## src/verilog/tcap_pkg.sv

```systemverilog
// What this block does
// - center-aligned mode counts up from zero to modulus, down to zero, repeat.
// - zero and terminal count each last one clock in center-aligned mode.
// - level interrupt while overflow flag set and enable high; none otherwise.
// - up mode without modulus wraps all-ones to zero, setting overflow flag.
// - up mode with modulus wraps modulus to zero, setting overflow flag.
// - up/down mode sets overflow flag when turning down from modulus.
// - reading either counter byte snapshots both until both bytes are read.
// - writing either counter byte zeroes counter and clears read snapshot state.
// - with center-aligned off, mode bits 00 select capture; any other mode value disables it.
// - active capture edge copies counter into channel value register.
// - capture edge selectable: rising, falling or either.
// - capture value reads latch both bytes; status write resets that sequence.
// - capture sets channel event flag, optional channel interrupt request.
package tcap_pkg;
  localparam int          NCH            = 2;
  localparam logic [15:0] CNT_ALL_ONES   = 16'hffff;
  localparam logic [15:0] CNT_ZERO       = 16'h0000;
  // register byte addresses, one 32-bit word each
  localparam logic [7:0]  A_STATUS_CTRL  = 8'h00;
  localparam logic [7:0]  A_COUNT_HI     = 8'h04;
  localparam logic [7:0]  A_COUNT_LO     = 8'h08;
  localparam logic [7:0]  A_MOD_HI       = 8'h0c;
  localparam logic [7:0]  A_MOD_LO       = 8'h10;
  localparam logic [7:0]  A_CH_BASE      = 8'h20;
  localparam logic [7:0]  A_CH_STRIDE    = 8'h10;
  localparam logic [7:0]  A_CH_SC        = 8'h00;
  localparam logic [7:0]  A_CH_VAL_HI    = 8'h04;
  localparam logic [7:0]  A_CH_VAL_LO    = 8'h08;
  // status/control field positions
  localparam int          B_TOF          = 7;
  localparam int          B_OVERFLOW_IRQ_ENABLE         = 6;
  localparam int          B_CENTER_ALIGNED_SELECT        = 5;
  // channel status/control field positions
  localparam int          B_CHF          = 7;
  localparam int          B_CHIE         = 6;
  localparam int          B_MSB          = 5;
  localparam int          B_MSA          = 4;
  localparam int          B_ELSB         = 3;
  localparam int          B_ELSA         = 2;
  localparam logic [7:0]  SC_RESET       = 8'h00;
  localparam logic [15:0] MOD_RESET      = 16'h0000;
  // channel mode from mode bits
  typedef enum logic [1:0] {
    TC_MODE_CAPTURE = 2'b00,
    TC_MODE_COMPARE = 2'b01,
    TC_MODE_PWM     = 2'b10,
    TC_MODE_PWM2    = 2'b11
  } tc_mode_e;
endpackage : tcap_pkg

```

## src/verilog/tcap_timer.sv

```systemverilog
`timescale 1ns/1ps
`default_nettype none
module tcap_timer (
  input  wire logic                      clk_in,
  input  wire logic                      reset_in,
  input  wire logic [7:0]                paddr_in,
  input  wire logic                      psel_in,
  input  wire logic                      penable_in,
  input  wire logic                      pwrite_in,
  input  wire logic [31:0]               pwdata_in,
  output logic      [31:0]               prdata_out,
  output logic                           pready_out,
  output logic                           pslverr_out,
  input  wire logic [tcap_pkg::NCH-1:0]  event_pin_in,
  output logic                           overflow_irq_out,
  output logic      [tcap_pkg::NCH-1:0]  channel_irq_out,
  output logic      [15:0]               count_out
);
  import tcap_pkg::*;

  // decoded bus strobes
  logic       acc;
  logic       wr;
  logic       rd;

  // writes commit at the access edge, when the transfer completes
  assign acc = psel_in && penable_in;
  assign wr  = acc && pwrite_in;

  // read side effects sit at the setup edge, where the answer byte is
  // latched, so a snapshot always holds the very count handed out;
  // moving them to the access edge would buffer a count one step later
  assign rd  = psel_in && !penable_in && !pwrite_in;

  // channel address decode, used for every channel register
  function automatic logic ch_hit(input logic [7:0] a, input int n,
                                  input logic [7:0] reg_off);
    ch_hit = (a == 8'(A_CH_BASE + A_CH_STRIDE * n + reg_off));
  endfunction : ch_hit

  // counter state: control byte, count, modulus, direction and the
  // read snapshot with its two byte-read markers
  logic [7:0]  sc_r, sc_nxt;
  logic [15:0] cnt_r, cnt_nxt;
  logic [15:0] mod_r, mod_nxt;
  logic        down_r, down_nxt;
  logic [15:0] cbuf_r, cbuf_nxt;
  logic        clk_hi_r, clk_hi_nxt;
  logic        clk_lo_r, clk_lo_nxt;
  logic        ovf_ev;
  logic        cnt_wr;
  logic        center_aligned_select;
  logic [15:0] term;

  // mode select and terminal count; modulus zero means all ones
  assign center_aligned_select  = sc_r[B_CENTER_ALIGNED_SELECT];
  assign term   = (mod_r == MOD_RESET) ? CNT_ALL_ONES : mod_r;
  assign cnt_wr = wr && (paddr_in == A_COUNT_HI || paddr_in == A_COUNT_LO);

  // counting, modulus, overflow and counter coherency
  always_comb begin
    cnt_nxt    = cnt_r;
    down_nxt   = down_r;
    ovf_ev     = 1'b0;
    mod_nxt    = mod_r;
    sc_nxt     = sc_r;
    cbuf_nxt   = cbuf_r;
    clk_hi_nxt = clk_hi_r;
    clk_lo_nxt = clk_lo_r;

    // center-aligned: up to term, step down to zero, then back up from zero
    if (center_aligned_select) begin
      if (!down_r) begin
        if (cnt_r >= term) begin
          down_nxt = 1'b1;
          cnt_nxt  = cnt_r - 16'h0001;
          ovf_ev   = 1'b1;
        end else begin
          cnt_nxt = cnt_r + 16'h0001;
        end
      end else begin
        if (cnt_r == CNT_ZERO) begin
          down_nxt = 1'b0;
          cnt_nxt  = cnt_r + 16'h0001;
        end else begin
          cnt_nxt = cnt_r - 16'h0001;
        end
      end
    end else begin
      // up counting: wrap to zero after the terminal count
      down_nxt = 1'b0;
      if (cnt_r >= term) begin
        cnt_nxt = CNT_ZERO;
        ovf_ev  = 1'b1;
      end else begin
        cnt_nxt = cnt_r + 16'h0001;
      end
    end

    // snapshot on first read of either byte; the buffer then answers
    // both byte reads until the pair is complete, while counting goes on
    if (rd && paddr_in == A_COUNT_HI) begin
      if (!clk_hi_r && !clk_lo_r) cbuf_nxt = cnt_r;
      clk_hi_nxt = 1'b1;
    end
    if (rd && paddr_in == A_COUNT_LO) begin
      if (!clk_hi_r && !clk_lo_r) cbuf_nxt = cnt_r;
      clk_lo_nxt = 1'b1;
    end
    if (clk_hi_nxt && clk_lo_nxt) begin
      clk_hi_nxt = 1'b0;
      clk_lo_nxt = 1'b0;
    end

    // any write to a count byte restarts from zero
    if (cnt_wr) begin
      cnt_nxt    = CNT_ZERO;
      down_nxt   = 1'b0;
      clk_hi_nxt = 1'b0;
      clk_lo_nxt = 1'b0;
    end

    // modulus bytes; zero leaves the counter free running
    if (wr && paddr_in == A_MOD_HI) mod_nxt[15:8] = pwdata_in[7:0];
    if (wr && paddr_in == A_MOD_LO) mod_nxt[7:0]  = pwdata_in[7:0];

    // control bits; flag cleared by writing zero, set wins
    if (wr && paddr_in == A_STATUS_CTRL) begin
      sc_nxt[B_OVERFLOW_IRQ_ENABLE]  = pwdata_in[B_OVERFLOW_IRQ_ENABLE];
      sc_nxt[B_CENTER_ALIGNED_SELECT] = pwdata_in[B_CENTER_ALIGNED_SELECT];
      if (!pwdata_in[B_TOF]) sc_nxt[B_TOF] = 1'b0;
    end
    if (ovf_ev) sc_nxt[B_TOF] = 1'b1;
    sc_nxt[4:0] = 5'h00;
  end

  // counter state registers
  always_ff @(posedge clk_in) begin
    if (reset_in) begin
      sc_r     <= SC_RESET;
      cnt_r    <= CNT_ZERO;
      mod_r    <= MOD_RESET;
      down_r   <= 1'b0;
      cbuf_r   <= CNT_ZERO;
      clk_hi_r <= 1'b0;
      clk_lo_r <= 1'b0;
    end else begin
      sc_r     <= sc_nxt;
      cnt_r    <= cnt_nxt;
      mod_r    <= mod_nxt;
      down_r   <= down_nxt;
      cbuf_r   <= cbuf_nxt;
      clk_hi_r <= clk_hi_nxt;
      clk_lo_r <= clk_lo_nxt;
    end
  end

  // per-channel capture state: control byte, captured value and the
  // coherent read buffer with its byte-read markers
  logic [7:0]  csc_r  [NCH];
  logic [7:0]  csc_nxt[NCH];
  logic [15:0] cval_r [NCH];
  logic [15:0] cval_nxt[NCH];
  logic [15:0] vbuf_r [NCH];
  logic [15:0] vbuf_nxt[NCH];
  logic        vhi_r  [NCH];
  logic        vhi_nxt[NCH];
  logic        vlo_r  [NCH];
  logic        vlo_nxt[NCH];
  logic [NCH-1:0] pin_d_r;
  logic [NCH-1:0] cap_ev;

  genvar g;
  generate
    for (g = 0; g < NCH; g++) begin : g_ch
      tc_mode_e mode;
      logic     rise;
      logic     fall;
      assign mode = tc_mode_e'({csc_r[g][B_MSB], csc_r[g][B_MSA]});
      // edges against the last sample of the pin
      assign rise = event_pin_in[g] && !pin_d_r[g];
      assign fall = !event_pin_in[g] && pin_d_r[g];
      // edge select: 01 rising, 10 falling, 11 either
      assign cap_ev[g] = !center_aligned_select && (mode == TC_MODE_CAPTURE) &&
                         ((csc_r[g][B_ELSA] && rise) ||
                          (csc_r[g][B_ELSB] && fall));


      // capture, coherent value reads and status writes
      always_comb begin
        csc_nxt[g]  = csc_r[g];
        cval_nxt[g] = cval_r[g];
        vbuf_nxt[g] = vbuf_r[g];
        vhi_nxt[g]  = vhi_r[g];
        vlo_nxt[g]  = vlo_r[g];
        // latch the count seen in the edge cycle
        if (cap_ev[g]) cval_nxt[g] = cnt_r;
        if (rd && ch_hit(paddr_in, g, A_CH_VAL_HI)) begin
          if (!vhi_r[g] && !vlo_r[g]) vbuf_nxt[g] = cval_r[g];
          vhi_nxt[g] = 1'b1;
        end
        if (rd && ch_hit(paddr_in, g, A_CH_VAL_LO)) begin
          if (!vhi_r[g] && !vlo_r[g]) vbuf_nxt[g] = cval_r[g];
          vlo_nxt[g] = 1'b1;
        end
        if (vhi_nxt[g] && vlo_nxt[g]) begin
          vhi_nxt[g] = 1'b0;
          vlo_nxt[g] = 1'b0;
        end

        // value bytes may also be preset by software
        if (wr && ch_hit(paddr_in, g, A_CH_VAL_HI))
          cval_nxt[g][15:8] = pwdata_in[7:0];
        if (wr && ch_hit(paddr_in, g, A_CH_VAL_LO))
          cval_nxt[g][7:0] = pwdata_in[7:0];
        if (wr && ch_hit(paddr_in, g, A_CH_SC)) begin
          csc_nxt[g][6:2] = pwdata_in[6:2];
          if (!pwdata_in[B_CHF]) csc_nxt[g][B_CHF] = 1'b0;
          vhi_nxt[g] = 1'b0;
          vlo_nxt[g] = 1'b0;
        end
        if (cap_ev[g]) csc_nxt[g][B_CHF] = 1'b1;
        csc_nxt[g][1:0] = 2'b00;
      end


      // channel registers
      always_ff @(posedge clk_in) begin
        if (reset_in) begin
          csc_r[g]  <= SC_RESET;
          cval_r[g] <= CNT_ZERO;
          vbuf_r[g] <= CNT_ZERO;
          vhi_r[g]  <= 1'b0;
          vlo_r[g]  <= 1'b0;
        end else begin
          csc_r[g]  <= csc_nxt[g];
          cval_r[g] <= cval_nxt[g];
          vbuf_r[g] <= vbuf_nxt[g];
          vhi_r[g]  <= vhi_nxt[g];
          vlo_r[g]  <= vlo_nxt[g];
        end
      end
    end
  endgenerate

  // bus read mux; unmapped reads zero with slave error
  // decoded at the setup edge, when the answer byte is latched
  logic [31:0] rdata;
  logic        rerr;
  logic [15:0] cnt_view;
  // a pending snapshot hides the live count
  assign cnt_view = (clk_hi_r || clk_lo_r) ? cbuf_r : cnt_r;
  always_comb begin
    rdata = 32'h0000_0000;
    rerr  = 1'b1;
    case (paddr_in)
      A_STATUS_CTRL: begin
        rdata[7:0] = sc_r;
        rerr       = 1'b0;
      end
      A_COUNT_HI: begin
        rdata[7:0] = cnt_view[15:8];
        rerr       = 1'b0;
      end
      A_COUNT_LO: begin
        rdata[7:0] = cnt_view[7:0];
        rerr       = 1'b0;
      end
      A_MOD_HI: begin
        rdata[7:0] = mod_r[15:8];
        rerr       = 1'b0;
      end
      A_MOD_LO: begin
        rdata[7:0] = mod_r[7:0];
        rerr       = 1'b0;
      end
      default: begin
        // channel registers, three per channel block
        for (int n = 0; n < NCH; n++) begin
          if (ch_hit(paddr_in, n, A_CH_SC)) begin
            rdata[7:0] = csc_r[n];
            rerr       = 1'b0;
          end
          if (ch_hit(paddr_in, n, A_CH_VAL_HI)) begin
            rdata[7:0] = (vhi_r[n] || vlo_r[n]) ? vbuf_r[n][15:8]
                                                : cval_r[n][15:8];
            rerr       = 1'b0;
          end
          if (ch_hit(paddr_in, n, A_CH_VAL_LO)) begin
            rdata[7:0] = (vhi_r[n] || vlo_r[n]) ? vbuf_r[n][7:0]
                                                : cval_r[n][7:0];
            rerr       = 1'b0;
          end
        end
      end
    endcase
  end

  // channel interrupt levels from next flag and enable
  logic [NCH-1:0] chirq_nxt;
  always_comb begin
    for (int n = 0; n < NCH; n++)
      chirq_nxt[n] = csc_nxt[n][B_CHF] && csc_nxt[n][B_CHIE];
  end


  // bus answer: one cycle of pready in the access phase, data from setup
  always_ff @(posedge clk_in) begin
    if (reset_in) begin
      prdata_out  <= 32'h0000_0000;
      pready_out  <= 1'b0;
      pslverr_out <= 1'b0;
    end else begin
      prdata_out  <= rd ? rdata : prdata_out;
      pready_out  <= psel_in && !penable_in;
      pslverr_out <= psel_in && !penable_in && rerr;
    end
  end

  // interrupt levels and count view follow next-cycle state, so each
  // output matches the register it mirrors in the same cycle
  always_ff @(posedge clk_in) begin
    if (reset_in) begin
      overflow_irq_out <= 1'b0;
      channel_irq_out  <= '0;
      count_out        <= CNT_ZERO;
    end else begin
      overflow_irq_out <= sc_nxt[B_TOF] && sc_nxt[B_OVERFLOW_IRQ_ENABLE];
      channel_irq_out  <= chirq_nxt;
      count_out        <= cnt_nxt;
    end
  end

  // pin history for edge detection; resets low, like an idle pin
  always_ff @(posedge clk_in) begin
    if (reset_in) begin
      pin_d_r <= '0;
    end else begin
      pin_d_r <= event_pin_in;
    end
  end
endmodule : tcap_timer
`default_nettype wire

```

## config.mk

```make
export PLATFORM = sky130hd
export DESIGN_NAME = tcap_timer
export DESIGN_NICKNAME = d
export VERILOG_FILES = /design/src/verilog/tcap_pkg.sv /design/src/verilog/tcap_timer.sv
export SDC_FILE = /design/constraint.sdc
export NUM_CORES = 1
export LEC_CHECK = 0
export BUFFER_PORTS_ARGS = -buffer_cell sky130_fd_sc_hd__clkbuf_2
export CORE_MARGIN = 2
export CORE_UTILIZATION = 35
export DETAILED_ROUTE_END_ITERATION = 16
export PLACE_DENSITY = 0.5
export SLEW_MARGIN = 40
export SYNTH_ARGS = -nofsm -noshare
export SYNTH_HDL_FRONTEND = slang
export SYNTH_SLANG_ARGS = --single-unit
```

## constraint.sdc

```tcl
create_clock -name clk_in -period 8.2 [get_ports clk_in]
set_input_delay 0.41 -clock clk_in [delete_from_list [all_inputs] [get_ports clk_in]]
set_output_delay 0.41 -clock clk_in [all_outputs]
set_load 0.02 [all_outputs]
```

# Yosys cells after proc, flatten, opt, wreduce, memory -nomap -nowiden
# Memory sizes are Yosys's and may differ from the RTL's.
# Cells that the tools add are included.
[op_classes]
bitwise = 11
n_eq_ne = 10
n_reduce_logical = 70
n_lt_le_gt_ge = 1
add_sub_neg = 2
mux = 84
[op_table]
columns = ["operator", "count"]
rows = [
  ["16-bit 2-to-1 mux", 25],
  ["8-bit 2-to-1 mux", 14],
  ["8-bit by 6-bit == test with 1-bit output (second input constant)", 6],
  ["1-bit logical AND", 42],
  ["8-bit case mux with 5 select lines", 1],
  ["1-bit 2-to-1 mux", 39],
  ["16-bit zero test", 2],
  ["6-bit 2-to-1 mux", 4],
  ["16-bit by 1-bit adder with 16-bit output (second input constant)", 1],
  ["8-bit by 4-bit == test with 1-bit output (second input constant)", 2],
  ["16-bit greater-or-equal comparator", 1],
  ["16-bit by 1-bit subtractor with 16-bit output (second input constant)", 1],
  ["1-bit zero test", 13],
  ["1-bit bitwise OR", 10],
  ["8-bit by 3-bit == test with 1-bit output (second input constant)", 1],
  ["8-bit by 5-bit == test with 1-bit output (second input constant)", 1],
  ["8-bit zero test", 1],
  ["1-bit logical OR", 6],
  ["3-bit OR reduction", 2],
  ["5-bit OR reduction", 1],
  ["2-bit zero test", 2],
  ["3-bit 2-to-1 mux", 1],
  ["2-bit OR reduction", 1],
  ["1-bit inverter", 1],
]
[totals]
mem_bits_rw = 80
register_bits = 74
wordCells = 199
input_bits = 47
output_inout_bits = 53
n_memories = 5
[mem_list]
columns = ["name", "depth", "width", "read_ports", "rd_ports_with_merged_regs", "write_ports", "line_no", "rtl"]
rows = [
  ["cval_r", 2, 16, 2, 0, 2, "tcap_timer.sv:162", "logic [15:0] cval_r [NCH];"],
  ["vbuf_r", 2, 16, 2, 0, 2, "tcap_timer.sv:164", "logic [15:0] vbuf_r [NCH];"],
  ["csc_r", 2, 6, 2, 0, 2, "tcap_timer.sv:160", "logic [7:0] csc_r [NCH];"],
  ["vhi_r", 2, 1, 2, 0, 2, "tcap_timer.sv:166", "logic vhi_r [NCH];"],
  ["vlo_r", 2, 1, 2, 0, 2, "tcap_timer.sv:168", "logic vlo_r [NCH];"],
]

# Longest topological paths before layout
[depth]
depth_word = 9
mapped_depth = 14
depth_no_buf = 11

# Worst setup path after synthesis
# OpenSTA, ideal clock, no wires.
[synth_timing]
kind = "register to register"
start = "register mod_r[3]"
end = "register count_out[8]"
slack_ps = 5002
setup_time_ps = 132
required_time_ps = 8068
n_path_buf = 3
arrival_ps = 3066
synth_period_minus_slack_ps = 3198
path_stages_with_launch = 15
cell_sequence = "dfxtp_1 nor4_1 and4_1 clkbuf_1 clkbuf_1 nor2_1 ha_1 a211oi_2 o21ai_1 a221oi_2 o211ai_4 and4_4 buf_6 a221oi_1 a21oi_1"
[synth_via]
elab_chain_len = 6
elab_cells_between_ends = 7
cone_classes = "order compare: 1; mux: 5; reduce/logical: 1"
[synth_rtl]
columns = ["item", "line_no", "rtl"]
rows = [
  ["start: declaration", "tcap_timer.sv:45", "logic [15:0] mod_r, mod_nxt;"],
  ["start signal: assignment", "tcap_timer.sv:150", "mod_r <= mod_nxt;"],
  ["16-bit zero test", "tcap_timer.sv:57", "assign term = (mod_r == MOD_RESET) ? CNT_ALL_ONES : mod_r;"],
  ["16-bit 2-to-1 mux *", "tcap_timer.sv:57", ""],
  ["16-bit greater-or-equal comparator *", "tcap_timer.sv:74, tcap_timer.sv:92", ""],
  ["16-bit 2-to-1 mux", "tcap_timer.sv:74", "if (cnt_r >= term) begin"],
  ["16-bit 2-to-1 mux", "tcap_timer.sv:73", "if (!down_r) begin"],
  ["16-bit 2-to-1 mux *", "tcap_timer.sv:72", "if (center_aligned_select) begin"],
  ["end signal: assignment", "tcap_timer.sv:330", "count_out <= cnt_nxt;"],
  ["end: declaration", "tcap_timer.sv:17", "output logic [15:0] count_out"],
]
# Every way passes the cells marked *; elsewhere a longest branch is shown, timed or not.
# A chain may end at the register's enable or synchronous reset.

# Worst setup path in the final report
[layout_timing]
start = "register mod_r[0]"
end = "register count_out[8]"
# Same word-level chain as after synthesis.

==> flow_summary_export.csv <==
group,metric,value,unit
outcome,status,"finished clean",
yosys,synth-seq-cells,149,
yosys,syn_inst,1037,
setup_path,critPathLaunchType,"register",
timing,period_share,0.4222,
pwr,p_leak,3.511,nW
floorplanning,die_y,157.6,um
global_routing,grt_remaining_overflow,0,
timing,worst_slew_pin_slew,0.8530,ns
pwr,power-per-cell-area,185.5,nW/um^2
worst_hold_path,hp-class,"in2reg",
cts,cts.path.max_buffers,2,
global_routing,grt_antenna_before_repair,0,
yosys,syn-cell-area,8253,um^2
pwr,power.total,1.730,mW
placement,dp_hpwl,18.63,mm
yosys,avgSynthCellArea,7.958,um^2
yosys,synth_seq_area_share,0.3614,
placement,place_area,8651,um^2
timing,fmax,288.8,MHz
floorplanning,start_util,0.3537,
floorplanning,ioPinCount,100,
detailed_routing,dr.pass1.iters,7,
cts,cts-resized-gates,0,
pwr,ir_drop,92.59,uV
cts,cts-root-buf,"clkbuf_16",
layout,fin_util,0.3997,
layout,drive_above_1_share,0.1278,
pwr,swShare,0.2399,
layout,mostFrequentLayoutCell,"nand2_1",
setup_path,crit_path_end_kind,"register",
global_routing,grt_pass1_wl,41.29,mm
timing,setup_viol,0,
placement,io_buffer_count,51,
detailed_routing,drc,0,
global_routing,grt_usage,0.2253,
cts,clock_sinks,149,
timing,rsz0062_at_grt,"false",
cts,clk_pin_slew,0.06,ns
detailed_routing,vias,7449,
timing,finalHoldWorstSlack,0.2370,ns
timing,hold_viol_final,0,
floorplanning,die_area,24820,um^2
detailed_routing,antenna_left,0,
layout,layout_common_cells,"nand2_1, dfxtp_1, nor2_1, a21oi_1, mux2i_1",
detailed_routing,drt-total-wl,27.60,mm
layout,final_nets,1117,
setup_path,critPathKind,"reg2reg",
timing,slew_headroom,0.4313,
layout,area_growth,13.01,%
setup_path,cp.required,8.51,ns
detailed_routing,vias_per_cell,5.386,
yosys,yosys_warnings,0,
cts,post-cts-setup-buffer-count,0,
cts,hold_buffers,0,
yosys,synth.area.top_cells,"dfxtp_1, mux2i_1, nand2_1",
placement,gp_congestion,0.8696,
yosys,synth_async_sr_flop_share,0,
floorplanning,core,23330,um^2
floorplanning,num_rows,56,
cts,cts_tree,"built",
yosys,synth_edf_count,0,
global_routing,grt_start_max_net_pins,75,
floorplanning,die_width,157.6,um
pwr,seqPwrFrac,0.425,
setup_path,path_max_fanout,16,
timing,tns,0,ns
pwr,power_frac_comb,0.063,
detailed_routing,drtIter0Drc,694,
yosys,synth_top_area_cell,"dfxtp_1",
pwr,p_int,1.315,mW
cts,clk_latency,0.43,ns
yosys,netlist.area_leader.share,0.3614,
yosys,ys.flop_type,"dfxtp_1",
cts,cts_max_level,4,
setup_path,r2r_cells,11,
timing,skew,0.01050,ns
setup_path,worstPathArrival,3.77,ns
timing,drv_slew,0,
cts,cts-buffers-inserted,17,
layout,design_area,9326,um^2
yosys,synth_cell_types,75,
run,maxCapViolCount,0,
layout,diodes,0,
global_routing,first_global_vias,6694,
worst_hold_path,holdPathStages,2,
detailed_routing,wire_per_inst,19.96,um
timing,fin_crit,3.462,ns
pwr,power_frac_clock,0.512,
pwr,p_sw,0.4149,mW
[area by class of cell]
| cell class | count | area (um^2) |
|---|---|---|
| flip-flops and latches | 149 | 2983 |
| inverters | 8 | 30.03 |
| clock inverters | 11 | 197.7 |
| well taps | 319 | 399.1 |
| clock buffers | 21 | 460.4 |
| fillers | 2372 | 14010 |
| multi-input cells | 800 | 4803 |
| repair buffers | 75 | 452.9 |
[per-layer routing]
layer | vias up | share of wire | track usage
met4 | 0 | 0.014 | 0.05325
met5 | - | 0 | 0
met1 | 3536 | 0.47 | 0.3180
li1 | 3643 | - | -
met3 | 30 | 0.063 | 0.04157
met2 | 240 | 0.46 | 0.3554
[cell usage after synthesis (3+ instances only)]
library cell / instances
or2_2: 5
dfxtp_1: 149
a32oi_1: 3
ha_1: 19
nand2b_1: 10
a21oi_1: 89
buf_2: 27
xor2_1: 7
buf_4: 24
a31oi_1: 13
nor2b_1: 5
a22oi_1: 11
a311oi_1: 3
nor4_4: 3
nor3_1: 19
a221oi_1: 9
o211ai_1: 3
and3_1: 9
mux2i_1: 83
o21ai_0: 32
a211oi_1: 35
or3_1: 4
o22ai_1: 7
nand3_1: 34
clkbuf_2: 3
and2_1: 6
inv_1: 8
nor2_1: 109
nand4_1: 3
xnor2_1: 8
clkbuf_1: 45
nand2_1: 185
o21a_1: 3
nor4_1: 9
a311o_1: 3
[per-stage QoR]
step | std cells | setup WS [ns]
after floorplan | 1060 | 5.002
after global placement | 1348 | 4.821
after detailed placement | 1350 | 4.866
after CTS | 1382 | 4.848
after global routing | 1383 | 4.470
final | 1383 | 4.738
[cell families (layout without fill, tap and decap cells)]
family	count (synthesis)	after routing	synth area share
flip-flops	149	149	0.3614
XOR/XNOR	15	15	0.01592
adder cells (fa/ha/maj)	19	19	0.02881
multiplexers	84	84	0.1020
AND/OR/NAND/NOR	424	424	0.2395
other	1	24	0.0004544
buffers and inverters	111	115	0.06777
AO/OA/AOI/OAI	234	234	0.1841
[worst paths after layout]
kind	start	end	slack, ns
max	mod_r[0]	count_out[8]	4.74
min	event_pin_in[1]	pin_d_r[1]	0.24
max reg2reg	mod_r[0]	count_out[8]	4.74
min reg2reg	register	register	0.45
[power groups by stage]
stage	combinational [mW]	clock (mW)	sequential, mW
finish	0.109	0.886	0.735
global route	0.119	0.926	0.735
CTS	0.108	0.893	0.735
detailed placement	0.108	0	0.751
global placement	0.108	0	0.751
floorplan	0.0781	0	0.751
[worst max-delay path, cell delays in order, from the launching register on]
cell and delay, ns:
dfxtp_1 0.36, nor4_1 0.30, and4_1 0.54, nor2_1 0.10, ha_1 0.31, o21a_1 0.11
o211ai_1 0.09, a2111o_1 0.50, o211ai_2 0.41, nand2_1 0.23, a221oi_1 0.31, a21oi_1 0.07
No activity file was read; power rests on OpenSTA's default activity.
